File: config.mk
export PLATFORM = sky130hd
export DESIGN_NAME = bfr_top
export DESIGN_NICKNAME = d
export VERILOG_FILES = /design/src/hw/bfr_pkg.sv /design/src/hw/bfr_fault_chan.sv /design/src/hw/bfr_top.sv
export VERILOG_INCLUDE_DIRS = /design/src /design/src/hw
export SDC_FILE = /design/constraint.sdc
export NUM_CORES = 1
export LEC_CHECK = 0
export BUFFER_PORTS_ARGS = -buffer_cell sky130_fd_sc_hd__buf_2
export CORE_AREA = 3 3 110 86
export CTS_CLUSTER_SIZE = 8
export DETAILED_ROUTE_END_ITERATION = 16
export DIE_AREA = 0 0 113 89
export PLACE_DENSITY_LB_ADDON = 0.25
export SYNTH_ARGS = -nofsm -noshare
export SYNTH_HDL_FRONTEND = slang
export SYNTH_HIERARCHICAL = 1
export SYNTH_SLANG_ARGS = --single-unit
export TNS_END_PERCENT = 10
File: constraint.sdc
create_clock -name mclk -period 2 [get_ports mclk]
set_clock_uncertainty 0.05 [all_clocks]
set_input_delay 0.1 -clock mclk [delete_from_list [all_inputs] [get_ports mclk]]
set_output_delay 0.1 -clock mclk [all_outputs]
set_load 0.1 [all_outputs]
File: src/hw/bfr_defines.svh
// Offsets, field positions, reset values and timing counts for the
// bus fault response selector. Definitions only; included by bare name.
`ifndef BFR_DEFINES_SVH
`define BFR_DEFINES_SVH

// ==========================================================
// Register command codes
`define BFR_GLOBAL_CTRL_ADDR 8'hB0
`define BFR_LOW_RESP_ADDR 8'hB1
`define BFR_HIGH_RESP_ADDR 8'hB2
`define BFR_FAULT_STATUS_ADDR 8'hD2

// ==========================================================
// Field positions
`define BFR_IND_EN_BIT 7
`define BFR_LOW_IN_UV_HI 7
`define BFR_LOW_IN_UV_LO 6
`define BFR_HIGH_OUT_OV_HI 1
`define BFR_HIGH_OUT_OV_LO 0
`define BFR_ST_LOW_IN_UV 3
`define BFR_ST_HIGH_OUT_OV 4

// ==========================================================
// Reset values and unmapped read data
`define BFR_GLOBAL_CTRL_RST 8'h00
`define BFR_LOW_RESP_RST 8'h00
`define BFR_HIGH_RESP_RST 8'h00
`define BFR_FAULT_STATUS_RST 8'h00
`define BFR_UNMAPPED_DATA 8'h00

// ==========================================================
// Hiccup restart delay
`define BFR_CLK_PERIOD_NS 10
`define BFR_HICCUP_MS 500
`define BFR_HICCUP_CYCLES ((`BFR_HICCUP_MS * 1000000) / `BFR_CLK_PERIOD_NS)
`define BFR_HICCUP_W 26

`endif

File: src/hw/bfr_pkg.sv
// Types shared by the fault response selector and its channels.
// Assumes nothing beyond a SystemVerilog compiler.
package bfr_pkg;

	// ==========================================================
	// Response codes of a 2-bit field
	typedef enum logic [1:0] {
		BFR_RESP_FLAG = 2'h0,
		BFR_RESP_HICCUP = 2'h1,
		BFR_RESP_LATCH = 2'h2,
		BFR_RESP_FLAG_ALT = 2'h3
	} bfr_resp_t;

	// ==========================================================
	// Per-fault channel states
	typedef enum logic [2:0] {
		BFR_CH_IDLE = 3'b000,
		BFR_CH_FLAG = 3'b001,
		BFR_CH_HOLD = 3'b010,
		BFR_CH_WAIT = 3'b011,
		BFR_CH_LATCH = 3'b100
	} bfr_ch_state_t;

endpackage

File: src/hw/bfr_fault_chan.sv
// One fault channel: turns a fault level and a response code into a
// stop request. Assumes fault and release are synchronous to mclk.
`timescale 1ns/1ns
`include "bfr_defines.svh"

module bfr_fault_chan
	import bfr_pkg::*;
#(
	parameter int HICCUP_CYCLES = `BFR_HICCUP_CYCLES
) (
	input wire logic mclk,
	input wire logic srst,
	input wire logic fault,
	input wire logic [1:0] resp,
	input wire logic release_req,
	output logic stop
);

	localparam logic [`BFR_HICCUP_W-1:0] LAST =
		`BFR_HICCUP_W'(HICCUP_CYCLES - 1);

	bfr_ch_state_t state;
	logic [`BFR_HICCUP_W-1:0] cnt;

	// ==========================================================
	// Response sequencing; code taken at the onset of a fault
	always_ff @(posedge mclk) begin
		if (srst) begin
			state <= BFR_CH_IDLE;
		end else begin
			case (state)
				BFR_CH_IDLE: begin
					if (fault) begin
						case (resp)
							BFR_RESP_HICCUP: state <= BFR_CH_HOLD;
							BFR_RESP_LATCH: state <= BFR_CH_LATCH;
							default: state <= BFR_CH_FLAG;
						endcase
					end
				end
				BFR_CH_FLAG: if (!fault) state <= BFR_CH_IDLE;
				BFR_CH_HOLD: if (!fault) state <= BFR_CH_WAIT;
				BFR_CH_WAIT: begin
					// A returning fault restarts the whole hiccup
					if (fault) state <= BFR_CH_HOLD;
					else if (cnt == LAST) state <= BFR_CH_IDLE;
				end
				BFR_CH_LATCH: if (release_req) state <= BFR_CH_IDLE;
				default: state <= BFR_CH_IDLE;
			endcase
		end
	end

	// Restart delay counter, runs only while waiting
	always_ff @(posedge mclk) begin
		if (srst || state != BFR_CH_WAIT) cnt <= '0;
		else cnt <= cnt + `BFR_HICCUP_W'(1);
	end

	assign stop = (state == BFR_CH_HOLD) || (state == BFR_CH_WAIT) ||
		(state == BFR_CH_LATCH);
endmodule // bfr_fault_chan

File: src/hw/bfr_top.sv
// Fault response selector: response registers, status flags and the
// switching gate. Assumes a management-bus front end that presents
// one-cycle byte commands, and fault levels synchronous to mclk.
//
// What this block does
// Global enable set: each fault uses its own 2-bit response field.
// Global enable clear: mode pin response used, fields ignored.
// Low bus input undervoltage, code 00: set status bit 3, pin low, run.
// Low bus undervoltage, code 01: stop, restart 500 ms after clearing.
// Low bus undervoltage, code 10: stop until an enable input toggles.
// Code 11 in any field behaves as code 00, flag only.
// High bus output overvoltage uses bits 1:0 of second response register.
// High bus overvoltage, code 00: set status bit 4, pin low, run.
// High bus overvoltage, code 01: stop, restart 500 ms after clearing.
// High bus overvoltage, code 10: stop until an enable input toggles.
// Second response register: byte, read/write, protectable, resets zero.
// Second register fields: in UV 7:6, in OV 5:4, out UV 3:2, out OV 1:0.
// Status pin low while any status bit set, high once all cleared.
`timescale 1ns/1ns
`include "bfr_defines.svh"

module bfr_top
	import bfr_pkg::*;
#(
	parameter int HICCUP_CYCLES = `BFR_HICCUP_CYCLES
) (
	input wire logic mclk,
	input wire logic srst,
	input wire logic cmd_wr,
	input wire logic cmd_rd,
	input wire logic [7:0] cmd_code,
	input wire logic [7:0] cmd_wdata,
	input wire logic write_protect,
	input wire logic [1:0] mode_resp,
	input wire logic pwm_en,
	input wire logic chip_en,
	input wire logic low_voltage_bus_in_uv,
	input wire logic high_voltage_bus_out_ov,
	output logic [7:0] cmd_rdata,
	output logic cmd_rack,
	output logic switching_on,
	output logic fault_status_out_n
);

	// ==========================================================
	// Register storage
	logic [7:0] global_ctrl;
	logic [7:0] low_bus_fault_response_ctrl;
	logic [7:0] high_bus_fault_response_ctrl;
	logic [7:0] fault_status;
	logic [7:0] next_fault_status;
	logic [7:0] status_set;
	logic ind_en;
	logic cfg_wr_ok;
	logic [1:0] low_uv_code;
	logic [1:0] high_ov_code;
	logic low_uv_stop;
	logic high_ov_stop;
	logic release_req;

	// Protection covers the configuration bytes, never the status clear
	assign cfg_wr_ok = cmd_wr && !write_protect;

	// Global control byte; only the enable bit is held
	always_ff @(posedge mclk) begin
		if (srst) begin
			global_ctrl <= `BFR_GLOBAL_CTRL_RST;
		end else if (cfg_wr_ok && cmd_code == `BFR_GLOBAL_CTRL_ADDR) begin
			global_ctrl <= cmd_wdata & 8'h80;
		end
	end

	// Low bus response byte, all fields stored
	always_ff @(posedge mclk) begin
		if (srst) begin
			low_bus_fault_response_ctrl <= `BFR_LOW_RESP_RST;
		end else if (cfg_wr_ok && cmd_code == `BFR_LOW_RESP_ADDR) begin
			low_bus_fault_response_ctrl <= cmd_wdata;
		end
	end

	// High bus response byte, four 2-bit fields
	always_ff @(posedge mclk) begin
		if (srst) begin
			high_bus_fault_response_ctrl <= `BFR_HIGH_RESP_RST;
		end else if (cfg_wr_ok && cmd_code == `BFR_HIGH_RESP_ADDR) begin
			high_bus_fault_response_ctrl <= cmd_wdata;
		end
	end

	// ==========================================================
	// Response selection
	assign ind_en = global_ctrl[`BFR_IND_EN_BIT];

	// Field when enabled, else the mode pin; 11 folded in the channel
	assign low_uv_code = ind_en ?
		low_bus_fault_response_ctrl[`BFR_LOW_IN_UV_HI:`BFR_LOW_IN_UV_LO] :
		mode_resp;
	assign high_ov_code = ind_en ?
		high_bus_fault_response_ctrl[`BFR_HIGH_OUT_OV_HI:
			`BFR_HIGH_OUT_OV_LO] :
		mode_resp;

	// Either enable low counts as the toggle that frees a latch-off
	assign release_req = !pwm_en || !chip_en;

	// ==========================================================
	// Fault channels
	// One channel per fault; both share the enable release
	bfr_fault_chan #(
		.HICCUP_CYCLES(HICCUP_CYCLES)
	) low_uv_chan (
		.mclk(mclk),
		.srst(srst),
		.fault(low_voltage_bus_in_uv),
		.resp(low_uv_code),
		.release_req(release_req),
		.stop(low_uv_stop)
	);

	bfr_fault_chan #(
		.HICCUP_CYCLES(HICCUP_CYCLES)
	) high_ov_chan (
		.mclk(mclk),
		.srst(srst),
		.fault(high_voltage_bus_out_ov),
		.resp(high_ov_code),
		.release_req(release_req),
		.stop(high_ov_stop)
	);

	// ==========================================================
	// Fault status, write one to clear
	// Only bits 3 and 4 have a source; the rest stay zero
	always_comb begin
		status_set = 8'h00;
		status_set[`BFR_ST_LOW_IN_UV] = low_voltage_bus_in_uv;
		status_set[`BFR_ST_HIGH_OUT_OV] = high_voltage_bus_out_ov;
		next_fault_status = fault_status;
		if (cmd_wr && cmd_code == `BFR_FAULT_STATUS_ADDR) begin
			next_fault_status = fault_status & ~cmd_wdata;
		end
		// A fault in the clearing cycle must survive the clear
		next_fault_status = next_fault_status | status_set;
	end

	always_ff @(posedge mclk) begin
		if (srst) fault_status <= `BFR_FAULT_STATUS_RST;
		else fault_status <= next_fault_status;
	end

	// Status pin follows the stored flags, not the raw fault
	always_ff @(posedge mclk) begin
		if (srst) fault_status_out_n <= 1'b1;
		else fault_status_out_n <= ~|fault_status;
	end

	// ==========================================================
	// Switching gate; flag-only channels never stop it
	always_ff @(posedge mclk) begin
		if (srst) begin
			switching_on <= 1'b0;
		end else begin
			switching_on <= pwm_en && chip_en &&
				!low_uv_stop && !high_ov_stop;
		end
	end

	// ==========================================================
	// Register read port, answer one cycle after the request
	always_ff @(posedge mclk) begin
		if (srst) begin
			cmd_rdata <= 8'h00;
			cmd_rack <= 1'b0;
		end else begin
			cmd_rack <= cmd_rd;
			if (cmd_rd) begin
				case (cmd_code)
					`BFR_GLOBAL_CTRL_ADDR: cmd_rdata <= global_ctrl;
					`BFR_LOW_RESP_ADDR:
						cmd_rdata <= low_bus_fault_response_ctrl;
					`BFR_HIGH_RESP_ADDR:
						cmd_rdata <= high_bus_fault_response_ctrl;
					`BFR_FAULT_STATUS_ADDR: cmd_rdata <= fault_status;
					default: cmd_rdata <= `BFR_UNMAPPED_DATA;
				endcase
			end
		end
	end
endmodule // bfr_top

### Word level (Yosys, flattened, before mapping)

Cells that the tools add are included.

| operators by class | value |
|---|---|
| divide/modulo/power cells | 0 |
| eq/ne operators | 30 |
| multiply operators | 0 |
| shift-type cells | 0 |
| add/sub/neg operators | 2 |
| multiplexer cells | 19 |
| $lt $le $gt $ge | 0 |
| bitwise operators | 3 |
| reduce and logical (&&, ||, !) cells | 26 |

Operators by type and width:

| cell | number |
|---|---|
| $add A26 B1 Y26 const B | 2 |
| $eq A26 B26 Y1 const B | 2 |
| $mux W3 | 11 |
| $eq A8 B8 Y1 const B | 4 |
| $pmux W8 S4 | 1 |
| $pmux W3 S5 | 2 |
| $eq A3 B2 Y1 const B | 4 |
| $ne A2 B2 Y1 const B | 6 |
| $ne A3 B2 Y1 const B | 4 |
| $pmux W3 S2 | 2 |
| $reduce_and A5 Y1 | 2 |
| $and A8 B8 Y8 | 1 |
| $logic_and A1 B1 Y1 | 8 |
| $mux W8 | 1 |
| $not A8 Y8 | 1 |
| $or A8 B5 Y8 | 1 |
| $reduce_or A8 Y1 | 1 |
| $logic_or A1 B1 Y1 | 7 |
| $eq A3 B1 Y1 const B | 2 |
| $eq A3 B3 Y1 const B | 2 |
| $logic_not A1 Y1 | 6 |
| $logic_not A3 Y1 | 2 |
| $eq A2 B1 Y1 const B | 2 |
| $eq A2 B2 Y1 const B | 2 |
| 2 further kinds | 4 |

| word-level totals | value |
|---|---|
| output and inout port bits | 11 |
| bits in latches | 0 |
| register bits | 94 |
| input port bits | 27 |
| RAM bits | 0 |
| memories kept | 0 |
| logic and storage cells | 92 |
| bits in read-only memories | 0 |

### Longest topological paths before layout

| logic depth | value |
|---|---|
| depth after elaboration | 6 |
| gate-level depth with buffers | 8 |
| mapped depth without buffers | 8 |

### By module

Netlist, hierarchy kept.

Modules (own cells, without submodules):

| module | cells each | sequential area each (um2) | area each (um2) | times used |
|---|---|---|---|---|
| bfr_fault_chan | 172 | 580.6 | 1477.7 | 2 |
| bfr_top | 175 | 720.7 | 1650.3 | 1 |

### Least setup slack after synthesis

OpenSTA, ideal clock, no wires.

| path | value |
|---|---|
| path kind | register -> register |
| start | register high_ov_chan.cnt[0] |
| end | register high_ov_chan.cnt[22] |
| buffers on the path | 2 |
| arrival | 1654 ps |
| path slack | 227 ps |
| clock period less this slack | 1773 ps |
| library setup time | 70 ps |
| stages on the path, launching flop included | 8 |
| data required time | 1880 ps |
| path through | dfxtp_1 ha_1 and3_1 buf_6 nand3_4 buf_6 or4_1 a21oi_1 |

| between the ends | value |
|---|---|
| cells in the longest elaborated chain, start to end | 1 |

RTL lines:

| item | RTL line | text |
|---|---|---|
| start: declaration | bfr_fault_chan.sv:23 | `` logic [`BFR_HICCUP_W-1:0] cnt; `` |
| start signal: assignment | bfr_fault_chan.sv:57 | `` else cnt <= cnt + `BFR_HICCUP_W'(1); `` |
| $add A26 B1 Y26 | bfr_fault_chan.sv:57 |  |

No other way between the ends.
A chain may end at the register's enable or synchronous reset.

### Worst setup path after layout

| path | value |
|---|---|
| start | register high_ov_chan.cnt[0] |
| end | register high_ov_chan.cnt[24] |

The elaborated chain is that of the path after synthesis.

==> reports/metrics.csv <==
stage,metric,value,unit
setup_path,"slowest stage delay, CP",0.52,ns
setup_path,worst setup path end,high_ov_chan/cnt[24]$_SDFF_PP0_,
grt,number of global-route vias before repair,3513,
detailed_routing,antenna violation net count after detailed routing,0,
outcome,status,finished clean,
detailed_routing,Post-route DRC,0,
setup_path,critical path data required time,2.22,ns
logic_synthesis,syn nets,552,
min_path,Hold Path Origin,srst,
setup_path,worst-path cell chain,ha_1 -> and3_1 -> nand3_4 -> or4_1 -> a21oi_1,
floorplan,Die Span Y,89,um
setup_path,Critical Path Fanout Max,11,
floorplan,Core ar.,8418,um2
clock_network,# H-tree levels,3,
layout,nets,596,
min_path,HP Class,input pin to register,
detailed_routing,Starting DRT DRC Count,293,
clock_network,Worst-path clk slew,0.07,ns
setup_path,origin of the worst setup path,high_ov_chan/cnt[0]$_SDFF_PP0_,
setup_path,startpoint types,register,
floorplan,Rows,29,
logic_synthesis,largest cells by area after synthesis,"dfxtp_1 41%, a21oi_1 4.8%, nand2_1 4.7%",
clock_network,Max clock buf depth,2,
timing,final hold violation count,0,
setup_path,R2R Path End,high_ov_chan/cnt[24]$_SDFF_PP0_,
detailed_routing,via density per instance,5.854,
setup_path,Worst path slowest cell,or4_1,
setup_path,kind of critical path,register to register,
floorplan,die area,10060,um2
clock_network,clk_lat worst skew,0.34,ns
detailed_routing,vias,3957,
grt,largest net degree at the start of global routing,31,
min_path,hold depth,2,
timing,fin crit share,0.8977,
layout,# diodes,0,
timing,RSZ-0062 raised after global routing,false,
power,Peak VDD IR,0.4461,mV
grt,initial antenna violation count,0,
placed_design,port bufs,37,
setup_path,R2R depth,5,
timing,Final min period,1.795,ns
timing,Min Hold Slack,0.02437,ns
clock_network,Post-CTS Setup Inserts,0,
grt,first-pass GRT wire length,16870,um
timing,Final Setup Violations,0,
logic_synthesis,asr flop ratio synth,0,
clock_network,clock root buffer,clkbuf_16,
floorplan,Die W,113,um
logic_synthesis,library cells used by synthesis,54,
power,total power,0.003900,W
grt,total track usage,0.2073,
setup_path,crit path buf inv count,0,
logic_synthesis,Syn Std Cell Area,4606,um2
layout,Layout fillers,714,
floorplan,Ports,38,
timing,Worst-Margin Slew,0.7221,ns
timing,FMAX,557.0,MHz
logic_synthesis,"EDFF count, synth",0,
power,Leak,1.868,nW
logic_synthesis,proportion of netlist area held by the largest area contributor,0.4086,
timing,Setup TNS,0,ns
logic_synthesis,synthesized area per cell,8.874,um2
clock_network,clock sinks,94,
placed_design,Final GP Congestion,0.8271,
power,Power Dens Cells,744.9,nW/um2
logic_synthesis,register area share after synthesis,0.4086,
timing,max-slew violations,0,
logic_synthesis,Synth Warn #,6,
placed_design,HPWL Detailed,7395,um
setup_path,r2r setup slk,0.20,ns
layout,Area Overhead vs Synth,13.66,%
logic_synthesis,cell count after synthesis,519,
detailed_routing,Routed WL per cell,14.95,um
grt,Overflow after GRT,0,
timing,Slew headroom,0.5149,
clock_network,TritonCTS clock tree,done,
detailed_routing,router iterations before antenna repair,5,
detailed_routing,routed wire length,10100,um
run,max_cap viols,0,
logic_synthesis,largest area contributor in the netlist,dfxtp_1,
layout,fraction of layout cells with a size suffix above 1,0.1549,
setup_path,Worst path depth,5,
setup_path,CP arrival,2.01,ns
floorplan,Starting Density,0.5471,
setup_path,endpoint class of the critical path,register,
setup_path,Reg-to-Reg Start,high_ov_chan/cnt[0]$_SDFF_PP0_,
clock_network,number of buffers created by CTS,9,
logic_synthesis,Main synth FF type,dfxtp_1,
setup_path,cell family with most CP delay,simple AND/OR/NAND/NOR gates,
logic_synthesis,Yosys reg bits,94,
-- synth_stat cells (4+ instances only) --
master,number
nand2_1,58
xor2_1,12
o21ai_0,6
and3_1,14
xnor2_1,10
a222oi_1,7
nor4_1,9
nand3_1,16
and2_1,4
clkbuf_1,10
or4_1,16
mux2i_1,12
nor3_1,12
or3_1,4
ha_1,6
nor2_1,48
a22o_1,7
o21a_1,8
mux2_2,4
nand4_1,18
a21oi_1,44
dfxtp_1,94
nand2b_1,11
buf_6,10
o31ai_1,22
inv_1,16
buf_4,4
-- metal layers --
layer  vias to the layer above  GRT usage  share of wire
met1                      1857     0.2904           0.49
met4                         0    0.06659          0.015
met3                        14    0.05074          0.055
li1                       1983          -              -
met2                       103     0.3172           0.44
met5                         -          0              0
-- where the power goes --
part | switching (W) | internal (W) | total (W)
Sequential | 0.0000174 | 0.00189 | 0.00190
Clock | 0.000681 | 0.00113 | 0.00181
Combinational | 0.000116 | 0.0000739 | 0.000190
Total | 0.000814 | 0.00309 | 0.00390
-- final cells by class --
class	instances	area [um2]	area share
Inverter	16	60.06	0.01147
Clock buffer	12	246.5	0.04708
Tap cell	108	135.1	0.02581
Multi-Input combinational cell	384	2479	0.4735
Sequential cell	94	1882	0.3595
Clock inverter	4	70.07	0.01338
Timing Repair Buffer	58	362.8	0.06931
-- cells by family after synthesis --
group                      after synthesis  synth area share
AOI/OAI and AO/OA                      102            0.1502
xor gates and xnor gates                22           0.04184
adders and majority gates                6           0.01630
buffers and inverters                   41           0.05325
DFF                                     94            0.4086
muxes                                   16           0.03586
and+or+nand+nor                        238            0.2939
-- cell usage in the layout, fill, tap and decap left out, types with 4 or more instances in the layout --
| cell type | instances |
|---|---|
| dfxtp_1 | 94 |
| nand2_1 | 58 |
| nor2_1 | 48 |
| a21oi_1 | 44 |
| buf_2 | 37 |
| o31ai_1 | 22 |
| nand4_1 | 18 |
| inv_1 | 16 |
| nand3_1 | 16 |
| or4_1 | 16 |
| and3_1 | 14 |
| buf_4 | 13 |
| nor3_1 | 12 |
| mux2i_1 | 12 |
| xor2_1 | 12 |
| nand2b_1 | 11 |
| xnor2_1 | 10 |
| nor4_1 | 9 |
| clkbuf_16 | 9 |
| o21a_1 | 8 |
| dlygate4sd3_1 | 8 |
| a22o_1 | 7 |
| a222oi_1 | 7 |
| o21ai_0 | 6 |
| ha_1 | 6 |
| mux2_2 | 4 |
| and2_1 | 4 |
| or3_1 | 4 |
-- what timing repair did --
action                                 in CTS  in global routing
resized for setup                           0                  0
endpoints found under the hold margin      21                  0
hold buffers                                8                  0
-- registers in the layout, indices dropped and copies added (netlist names) --
register                      count
low_bus_fault_response_ctrl       8
fault_status                      8
high_ov_chan/state                3
low_uv_chan/state                 3
high_ov_chan/cnt                 26
low_uv_chan/cnt                  26
cmd_rdata                         8
switching_on                      1
high_bus_fault_response_ctrl      8
fault_status_out_n                1
global_ctrl                       1
cmd_rack                          1
-- worst min path at each step --
| stage | to |
|---|---|
| after floorplan | high_ov_chan/state[2]$_SDFFE_PP0P_ |
| after global placement | fault_status[2]$_SDFFE_PP0N_ |
| after detailed placement | fault_status[2]$_SDFFE_PP0N_ |
| after CTS | cmd_rack$_SDFF_PP0_ |
| after global routing | cmd_rack$_SDFF_PP0_ |
| final | high_ov_chan/state[2]$_SDFFE_PP0P_ |
-- through the flow --
step	worst slack, ns	util	cells	area (um2)
after floorplan	0.2267	-	519	4606
after global placement	0.2719	0.5748	652	4838
after detailed placement	0.2229	0.5748	652	4838
after CTS	0.2030	0.6219	676	5235
after global routing	0.05781	0.6219	676	5235
final	0.2047	0.6219	676	5235
(Power assumes the default switching activity.)
